File: config.mk
export PLATFORM = sky130hd
export DESIGN_NAME = lbd_dimmer
export DESIGN_NICKNAME = d
export VERILOG_FILES = /design/src/hw/lbd_pkg.sv /design/src/hw/lbd_dimmer.sv
export VERILOG_INCLUDE_DIRS = /design/src /design/src/hw
export SDC_FILE = /design/constraint.sdc
export NUM_CORES = 1
export LEC_CHECK = 0
export ABC_AREA = 0
export ABC_CLOCK_PERIOD_IN_PS = 4900
export BUFFER_PORTS_ARGS = -buffer_cell sky130_fd_sc_hd__buf_4
export CORE_MARGIN = 8
export CORE_UTILIZATION = 30
export DETAILED_ROUTE_END_ITERATION = 12
export PLACE_DENSITY = 0.52
export SLEW_MARGIN = 25
export SYNTH_ARGS = -nofsm -noshare
export SYNTH_HDL_FRONTEND = slang
export SYNTH_SLANG_ARGS = --single-unit
File: constraint.sdc
create_clock -name clk_sys -period 4.9 [get_ports clk_sys]
set_input_delay 0.49 -clock clk_sys [delete_from_list [all_inputs] [get_ports clk_sys]]
set_output_delay 0.49 -clock clk_sys [all_outputs]
set_load 0.02 [all_outputs]
File: src/hw/lbd_regs.svh
// Purpose: register offsets, reset values and counter limits of the bypass dimmer
// Assumes: byte-wide register addresses, one 13-bit word per address
// Notes:   definitions only
`ifndef LBD_REGS_SVH
`define LBD_REGS_SVH

// ----------------------------------------------------------------------------
// register map
// ----------------------------------------------------------------------------
`define LBD_ADDR_W        8
`define LBD_ADDR_CH8      8'h2c
`define LBD_ADDR_CH9      8'h2d
`define LBD_ADDR_CH10     8'h2e
`define LBD_ADDR_CH11     8'h2f
`define LBD_CHAN_CNT      3
`define LBD_CTRL_RESET    13'h0000
`define LBD_DIM_OFF_BIT   12

// ----------------------------------------------------------------------------
// period counter
// ----------------------------------------------------------------------------
`define LBD_CNT_FIRST     12'h000
`define LBD_CNT_LAST      12'hffe
`define LBD_CNT_STEP      12'h001
`define LBD_CODE_OFF      12'h000
`define LBD_CODE_MIN      12'h001
`define LBD_CODE_FULL     12'hfff
`define LBD_RDATA_IDLE    13'h0000

`endif

File: src/hw/lbd_pkg.sv
// Purpose: types shared by the bypass dimmer
// Assumes: three channels, 13-bit control words
// Notes:   constants live in lbd_regs.svh
package lbd_pkg;

  // one channel control word: bit 12 high stops dimming, bits 11:0 the on code
  typedef struct packed {
    logic        dim_off;
    logic [11:0] on_code;
  } lbd_ctrl_t;

  // register access request from the serial host port
  typedef struct packed {
    logic        wr;
    logic        rd;
    logic [7:0]  addr;
    logic [12:0] wdata;
  } lbd_req_t;

  // read answer
  typedef struct packed {
    logic        valid;
    logic [12:0] data;
  } lbd_rsp_t;

  // whole state of the dimmer
  typedef struct packed {
    logic [11:0]       cnt;
    lbd_ctrl_t [2:0]   ctrl;
    lbd_rsp_t          rsp;
    logic [2:0]        sw_on;
  } lbd_state_t;

endpackage : lbd_pkg

File: src/hw/lbd_dimmer.sv
// Purpose: dimming control words and switch drive for bypass channels 9 to 11
// Assumes: register port driven by logic on clk_sys, one request per cycle at most
// Notes:   index 0 is channel 9, 1 is channel 10, 2 is channel 11
//          the serial host port sits outside; this block sees a parallel request
//          a read answers one cycle after it is taken, then drops back to zero
//          a write and a read in one cycle: the read returns the old word
//          unmapped writes are dropped and unmapped reads answer with zero
//          codes act at once, with no shadowing to the period boundary
//          the period counter runs 0 to 4094, so a period lasts 4095 cycles
//          limitation: the counter is free running and cannot be synchronised
//
// Behaviour
// - 12-bit on code: zero keeps switch off, all ones keeps it on.
// - each code step adds one 1/4095 slice of the period.
// - channel 9 bit 12 low enables dimming, high disables it.
// - channel 10 bit 12 low enables dimming, high disables it.
// - channel 11 bit 12 low enables dimming, high disables it.
// - word at 0x2d controls channel 9, writable and readable.
// - word at 0x2e controls channel 10, reads return stored contents.
// - word at 0x2f controls channel 11, writable and readable.
// - words use stride one; 0x2c belongs to channel 8, outside here.
`include "lbd_regs.svh"
`timescale 1ns/100ps

module lbd_dimmer (
  input  wire logic              clk_sys,
  input  wire logic              reset_n,
  input  wire lbd_pkg::lbd_req_t reg_req,
  output lbd_pkg::lbd_rsp_t      reg_rsp,
  output logic                   bypass_channel_9,
  output logic                   bypass_channel_10,
  output logic                   bypass_channel_11
);

  lbd_pkg::lbd_state_t st_q;
  lbd_pkg::lbd_state_t st_d;

  // ----------------------------------------------------------------------------
  // address decode
  // ----------------------------------------------------------------------------
  // hit flag and channel index; shared by the write and read paths
  function automatic logic [2:0] chan_decode(input logic [7:0] addr);
    logic [7:0] ofs;
    ofs = addr - `LBD_ADDR_CH9;
    if (ofs < 8'(`LBD_CHAN_CNT)) begin
      chan_decode = {1'b1, ofs[1:0]};
    end else begin
      chan_decode = 3'h0;
    end
  endfunction : chan_decode

  logic [2:0] wr_hit;
  logic [2:0] rd_hit;

  assign wr_hit = chan_decode(reg_req.addr);
  assign rd_hit = chan_decode(reg_req.addr);

  // ----------------------------------------------------------------------------
  // next state
  // ----------------------------------------------------------------------------
  // counter runs 0..4094 so code 0xfff is never reached and stays on for good
  always_comb begin
    st_d = st_q;
    if (st_q.cnt == `LBD_CNT_LAST) begin
      st_d.cnt = `LBD_CNT_FIRST;
    end else begin
      st_d.cnt = st_q.cnt + `LBD_CNT_STEP;
    end
    // register writes; unmapped addresses are ignored
    if (reg_req.wr && wr_hit[2]) begin
      st_d.ctrl[wr_hit[1:0]] = reg_req.wdata;
    end
    // read answer one cycle later; unmapped reads return zero
    st_d.rsp.valid = reg_req.rd;
    st_d.rsp.data  = `LBD_RDATA_IDLE;
    if (reg_req.rd && rd_hit[2]) begin
      st_d.rsp.data = st_q.ctrl[rd_hit[1:0]];
    end
    // compare against the live code; a new code takes hold at once, so a
    // period in which it changes may be cut short or stretched once
    for (int i = 0; i < `LBD_CHAN_CNT; i++) begin
      st_d.sw_on[i] = !st_q.ctrl[i].dim_off && (st_q.cnt < st_q.ctrl[i].on_code);
    end
  end

  // state register
  always_ff @(posedge clk_sys or negedge reset_n) begin
    if (!reset_n) begin
      st_q.cnt   <= `LBD_CNT_FIRST;
      st_q.ctrl  <= {`LBD_CHAN_CNT{`LBD_CTRL_RESET}};
      st_q.rsp   <= {1'b0, `LBD_RDATA_IDLE};
      st_q.sw_on <= 3'h0;
    end else begin
      st_q <= st_d;
    end
  end

  // ----------------------------------------------------------------------------
  // outputs
  // ----------------------------------------------------------------------------
  assign reg_rsp           = st_q.rsp;
  assign bypass_channel_9  = st_q.sw_on[0];
  assign bypass_channel_10 = st_q.sw_on[1];
  assign bypass_channel_11 = st_q.sw_on[2];

  // per channel: zero code never drives, full code with dimming on always drives
  for (genvar k = 0; k < `LBD_CHAN_CNT; k++) begin : g_chk

  end
endmodule : lbd_dimmer

======== After elaboration in Yosys (flattened, before gate mapping) ========
Index checks and enable logic that the tools add are counted.
word-level totals
  register bits after elaboration ......... 68
  latch bits .............................. 0
  memory bits (writable) .................. 0
  ROM bits ................................ 0
  input port bits ......................... 25
  output and inout port bits .............. 17
  word-level logic and storage cells ...... 36
  memories ................................ 0
cells by class
  add/sub/neg operators ................... 2
  multiply operators ...................... 0
  divide/modulo/power cells ............... 0
  magnitude comparators ................... 6
  eq/ne operators ......................... 1
  shifts and indexed selects .............. 0
  muxes and demuxes ....................... 8
  bitwise gates (word level) .............. 0
  reductions and logical operators ........ 9
operators by type and width
  kind                   count
  $bwmux 39              1
  $mux 13                3
  $lt 12x12->1           3
  $bmux 13 s2            1
  $demux 13 s2           1
  $add 12x1->12 const B  1
  $eq 12x12->1 const B   1
  $mux 12                1
  $lt 8x2->1 const B     1
  $sub 8x6->8 const B    1
  $logic_and 1x1->1      6
  $logic_not 1->1        3
  $lt 2x3->1 const B     1
  $mux 3                 1
  $ge 2x1->1 const B     1

======== Depth between registers and ports, before layout ========
Gate-level depths: netlist of the first run.
  word-level depth ........................ 8
  mapped depth ............................ 9
  depth with buffers taken out ............ 6

======== Worst setup path before layout of the first run ========
Ideal clock, no wire load.
  path kind ............................... input to register
  start ................................... input reg_req[13] (netlist name)
  end ..................................... register st_q[44] (netlist name)
  library setup time ...................... 0.125 ns
  arrival time ............................ 2.358 ns
  data required time ...................... 4.775 ns
  path slack .............................. 2.417 ns
  stages on the path ...................... 8
  buffers on the path ..................... 2
  cell sequence ........................... inv_1 > clkbuf_1 > ha_1 > nor4b_1 > nand2_1 > a2111oi_4 > buf_6 > mux2_4
between the ends
  longest elaborated chain between the ends .. 8
ends and longest elaborated chain
  item                                                            RTL line          RTL
  from (decl)                                                     lbd_dimmer.sv:28  input wire lbd_pkg::lbd_req_t reg_req,
  $sub 8x6->8 (no line) *                                         --
  $lt 8x2->1                                                      lbd_dimmer.sv:45  if (ofs < 8'(`LBD_CHAN_CNT)) begin
  $mux 3 *                                                        lbd_dimmer.sv:45
  $lt 2x3->1 (not written as such) or $ge 2x1->1 (tied branches)  lbd_dimmer.sv:71  st_d.ctrl[wr_hit[1:0]] = reg_req.wdata;
  $logic_and 1x1->1 (not written as such)                         lbd_dimmer.sv:71
  $mux 13 (not written as such)                                   lbd_dimmer.sv:71
  $demux 13 s2                                                    lbd_dimmer.sv:71
  $bwmux 39                                                       lbd_dimmer.sv:71
  to (signal assigned)                                            lbd_dimmer.sv:94  st_q <= st_d;
  to (decl)                                                       lbd_dimmer.sv:35  lbd_pkg::lbd_state_t st_q;
Every way passes the cells marked *; elsewhere a longest branch is shown, timed or not.
A chain may end at the register's enable or synchronous reset.

======== Final worst setup path of the first run ========
  start ................................... input reg_req[13] (netlist name)
  end ..................................... register st_q[23] (netlist name)
The elaborated chain is that of the path after synthesis.

==> run metrics, run 1 <==
Hold Path Class=in -> async; CP Max Fanout=16; Final nets=463; register area share after synthesis=43.1%; pwr dens=between 200 and 300 nW/µm²; Setup CP Type=in -> reg; Reg clk slew, reported paths=0.05 ns; Avg Inst Size Synth=10.7 µm²; top cells by area, synth=dfrtp_1 43%, ha_1 12%, mux2_2 8.3%; cts repair resizes=0; overall die area=17100 µm²; most frequent cell after synthesis=dfrtp_1; Synth top area share=43.1%; ratio of cells with drive above 1 in the final layout=approximately 25%; RD Place Congestion=0.857; Die Ht=131 µm; Skew-Pair Late Insertion Delay=0.33 ns; Net Count, Synth=430; Post-DP HPWL=roughly 6800 µm; Syn Inst Count=368; Area Growth Syn to Fin=17.1%; clk sinks=68; Seq cells post-synth=68; via density per instance=~4.6; Avg WL per Cell=15.7 µm; hold-fix buffers at CTS=0; RSZ-0062 raised after global routing=no; Max Slew Vio Count=0; grt ovf=0; Sum Neg Setup Slack=0 ns; EDFF count, synth=0; Post-CTS Setup Inserts=0; initial antenna violation count=0; CP Depth=7; Starting DRT DRC Count=130; CP arrival=2.88 ns; required time worst endpoint=5.12 ns; fin crit period=2.66 ns; Worst IR Drop VDD=around 0.00016 V; Initial DRT Pass Iterations=4; final hold violation count=0; largest net degree at the start of global routing=slightly below 70; Clock Tree Buf Depth=2; die width=131 µm; CTS tree=built; final hold slack=0.268 ns; buffers and inverters on the worst path=3; Synth Cell Area=3950 µm²; slew margin rel.=42.5%; clock root buffer=clkbuf_16; endpoint class of the critical path=flip-flop; H-tree depth=3; predominant post-synthesis flop cell=dfrtp_1; DRC Markers=0; Initial Util=30.3%; post-synth top area cell=dfrtp_1; vias in the first global route=2782; MaxCap Viol Count=0; num ports=42; Leak=about 2.1 nW; sequence of cells on the critical path=buf_4, inv_1, ha_1, nand3_1, a211oi_2, buf_4, mux2_2; GRT Util Overall=11.6%; top cells by count, synth=68 x dfrtp_1, 47 x inv_1, 37 x ha_1, 37 x nor2_1, 29 x mux2_2; Worst Tran Pin Value=between 0.8 and 0.9 ns; Core Area=13000 µm²; global-route wire length before repair=14900 µm; fin crit share=a little over half; PortBufs=41; antenna cells=0; via count=2695; Final setup viols=0; Max Fclk=376 MHz; reg2reg path depth=5; Top Family by Delay on Critical Path=adder cells; status=finished, final reports clean; CP Launch Type=input pin; Routed WL=9150 µm; CP dominant cell by count=buf_4; CTS Buf Count=9; post-synth cell types=38; Placement Rows=42; Antenna Nets Post-Route=0; Synth Warn #=0; Async SR Flop Fraction=100%; Layout Skew=0.00651 ns; Crit path largest cell delay=just over 0.8 ns; slowest stage cell, crit path=ha_1
final cells by class:
class | count | area (µm²)
Timing Repair Buffer | 46 | 345
Multi-Input combinational cell | 229 | 1910
Tap cell | 176 | 220
Clock buffer | 13 | 260
Clock inverter | 2 | 10.0
Sequential cell | 68 | 1700
Fill cell | 1339 | 8410
Inverter | 47 | 176
through the flow:
step	worst slack, ns	std cells	utilization (%)	power (mW)	area, µm²
detailed placement	1.84	566	33.4	0.761	4360
global route	2.08	581	35.5	1.40	4630
CTS	2.20	581	35.5	1.36	4630
floorplan	2.42	368	-	0.690	3950
global placement	1.95	566	33.4	0.758	4360
finish	2.24	581	35.5	1.34	4630
registers in the layout (all words and copies together), names as in the netlist:
name	count
bypass_channel_10	1
bypass_channel_11	1
bypass_channel_9	1
reg_rsp	14
st_q	51
power breakdown:
| group | total [mW] | switching, mW | internal [mW] |
|---|---|---|---|
| sequential | 0.602 | 0.0170 | 0.585 |
| clock | 0.591 | 0.226 | 0.365 |
| combinational | 0.146 | 0.0775 | 0.0680 |
| total | 1.34 | 0.321 | 1.02 |
final timing paths:
path                                      startpoint                          end  slack [ns]
max in group asynchronous                    reset_n         st_q[46]$_DFFE_PN0P_        4.09
worst min-delay path                         reset_n           st_q[59]$_DFF_PN0_        0.27
min in group clk_sys                     reg_req[21]        reg_rsp[13]$_DFF_PN0_        0.27
worst max register to register    st_q[62]$_DFF_PN0_  bypass_channel_11$_DFF_PN0_        2.42
worst max-delay path                     reg_req[13]         st_q[23]$_DFFE_PN0P_        2.24
worst min register to register  st_q[29]$_DFFE_PN0P_   bypass_channel_9$_DFF_PN0_        0.53
placed cells by master (no fill, tap or decap), types with 3 or more instances in the layout:
master      n
nand2b_1    3
o21ai_0     9
o21a_1      4
a21oi_1    18
xor2_1      6
o211ai_1    4
a221oi_1    3
a211oi_1    6
a21o_1      6
mux2_2     29
dfrtp_1    68
mux2_4     10
nand3_1     5
mux2i_1    13
nor2b_1     6
clkbuf_16   9
a2111oi_0   3
buf_4      46
nor2_1     37
nand4_1     7
ha_1       37
inv_1      47
nand2_1     7
kinds of logic after synthesis:
logic type               share of synthesized area [%]
flip-flops                                        43.1
AND/OR/NAND/NOR                                   8.84
AO/OA/AOI/OAI                                     10.7
buffers and inverters                             8.52
adder cells (fa/ha/maj)                           11.7
XOR/XNOR                                          1.77
multiplexers                                      15.4
per-layer routing:
layer	global-route usage, %	up-vias	routed length (µm)
li1	-	1327	-
met1	14.1	1313	4040
met2	19.3	45	4550
met3	1.91	10	353
met4	6.08	0	204
met5	0	-	0
Power figures use the tool's default switching activity.
==> run 2, diff against run 1 <==
Settings changed: ABC_CLOCK_PERIOD_IN_PS 4900 to 2400, PLACE_DENSITY 0.52 to 0.54.
Clock period 4.9 ns to 2.4 ns, I/O delays scaled along.
==> run 2 against run 1 <==
Net effect: clock power rose by 110%; global-route usage fell by 0.22 points; register-to-register slack got worse by 2.2 ns; die area did not move; worst setup slack got worse by 2.0 ns; critical endpoint is now bypass_channel_11$_DFF_PN0_; sequential share of layout area fell by 0.69 points; utilization rose by 0.68 points.
==> run metrics, run 2 (synthesized netlist as in run 1, its figures left out) <==
via count=2677 (-0.67%); Biggest register=st_q; Layout Skew=0.00238 ns (-0.00413 ns); CP Launch Type=flip-flop; Final setup viols=0 (unchanged); MaxCap Viol Count=0 (unchanged); met3 usage=2.52% (+0.61 points); slew margin rel.=43.4% (+0.86 points); CP Max Fanout=3 (-13); RD Place Congestion=0.767 (-11%); slowest stage cell, crit path=a2111oi_2; met1 GRT Util=13.7% (-0.36 points); Routed WL=8850 µm (-3.2%); ratio of cells with drive above 1 in the final layout=26.7% (+1.3 points); CTS tree=built; Placement Rows=42 (unchanged); largest net degree at the start of global routing=69 (unchanged); RSZ-0062 raised after global routing=no; max reg flops=51 (unchanged); most frequent cells in the layout=68 x dfrtp_1, 50 x buf_4, 47 x inv_1; overall die area=17100 µm² (unchanged); die width=131 µm (unchanged); H-tree depth=3 (unchanged); GRT Util Overall=11.3% (-0.22 points); placed cell area=4430 µm² (+1.6%); Post-DP HPWL=6580 µm (-3.3%); CTS Buf Count=9 (unchanged); post-route setup slack=0.257 ns (-1.98 ns); Worst IR Drop VDD=0.000317 V (+99%); total power=2.77 mW (+110%); Final nets=469 (+1.3%); multi-input logic area=1920 µm² (+0.33%); Max Fclk=467 MHz; vias in the first global route=2832 (+1.8%); commonest non-fill, non-tap cell in the layout=dfrtp_1; Area Growth Syn to Fin=19.4%; Worst Tran Pin Value=0.849 ns (+0.00877 ns); Clock Tree Buf Depth=2 (unchanged); pwr dens=588 nW/µm² (+100%); buffers and inverters on the worst path=2 (-1); Antenna Nets Post-Route=0 (unchanged); Leak=2.18 nW (+2.0%); grt ovf=0 (unchanged); endpoint class of the critical path=flip-flop; Initial DRT Pass Iterations=4 (unchanged); required time worst endpoint=2.67 ns (-2.45 ns); clk sinks=68 (unchanged); sequence of cells on the critical path=inv_1, ha_1, a21o_1, a211oi_1, a221oi_1, a2111oi_2, buf_4; Reg clk slew, reported paths=0.05 ns (about the same); gr busiest metal=met2; hold-fix buffers at CTS=0 (unchanged); Initial Util=30.3% (unchanged); fin crit share=89.3%; DRC Markers=0 (unchanged); antenna cells=0 (unchanged); # fillers=1339 (unchanged); final hold violation count=0 (unchanged); Max Slew Vio Count=0 (unchanged); via density per instance=4.55 (-1.9%); Finished Cell Area=4710 µm² (+1.9%); fin crit period=2.14 ns; CP arrival=2.41 ns (-0.47 ns); final hold slack=0.0296 ns (-0.239 ns); Top Family by Delay on Critical Path=compound AO/OA/AOI/OAI gates; Starting DRT DRC Count=127 (-2.3%); num ports=42 (unchanged); sequential cell area=1700 µm² (unchanged); Post-CTS Setup Inserts=0 (unchanged); Hold Path Class=in -> async; clock root buffer=clkbuf_16; status=finished, final reports clean; Sum Neg Setup Slack=0 ns (unchanged); Crit path largest cell delay=0.45 ns (-0.36 ns); initial antenna violation count=0 (unchanged); global-route wire length before repair=14800 µm (-0.37%); Avg WL per Cell=15.1 µm (-4.4%); Core Area=13000 µm² (unchanged); Skew-Pair Late Insertion Delay=0.33 ns (about the same); Setup CP Type=reg -> reg; pre-CTS setup slack=0.0360 ns (-1.80 ns); PortBufs=41 (unchanged); Die Ht=131 µm (unchanged); grt met2 use=19.8% (+0.48 points)
-- run 2: layout make-up --
type | count | share of cell area, %
clock buffer | 15 | 5.89
clock inverter | 1 | 0.106
inverter | 47 | 3.74
multi-input combinational | 229 | 40.7
sequential | 68 | 36.1
tap | 176 | 4.67
timing repair buffer | 52 | 8.81
-- run 2: through the flow --
step | instances | utilization (%)
after detailed placement | 572 | 34.0
final | 588 | 36.2
after global placement | 572 | 34.0
after global routing | 588 | 36.2
after floorplan | 368 | -
after CTS | 588 | 36.1
-- run 2: path summary, 6_finish.rpt --
path | start | end | slack [ns] | cells after the start
worst max-delay path | st_q[49]$_DFFE_PN0P_ | bypass_channel_11$_DFF_PN0_ | 0.26 | 7
worst min-delay path | reset_n | reg_rsp[7]$_DFF_PN0_ | 0.03 | 1
worst max register to register | st_q[49]$_DFFE_PN0P_ | bypass_channel_11$_DFF_PN0_ | 0.26 | 7
worst min register to register | st_q[29]$_DFFE_PN0P_ | bypass_channel_9$_DFF_PN0_ | 0.50 | 1
max in group asynchronous | reset_n | st_q[55]$_DFFE_PN0P_ | 1.83 | 1
min in group clk_sys | reg_req[21] | reg_rsp[13]$_DFF_PN0_ | 0.03 | 1
-- run 2: routing by layer --
layer / part of all wire [%] / wire length [µm]
met1: 46 / 4060
met2: 50 / 4400
met3: 3.1 / 277
met4: 1.3 / 119
met5: 0 / 0
-- run 2: worst register-to-register path, stage by stage (launching register included) --
cell,delay (ns)
dfrtp_1,0.38
inv_1,0.06
ha_1,0.31
a21o_1,0.18
a211oi_1,0.38
a221oi_1,0.16
a2111oi_2,0.45
buf_4,0.17
-- run 2: power by group --
group          internal, mW  switching (mW)
Clock                 0.783           0.451
Combinational         0.150           0.164
Sequential             1.19          0.0317
Total                  2.13           0.646
-- run 2: repair_timing --
item	4_1_cts	5_1_grt
setup endpoints to repair	1	1
resized for setup	1	1
cloned	0	0
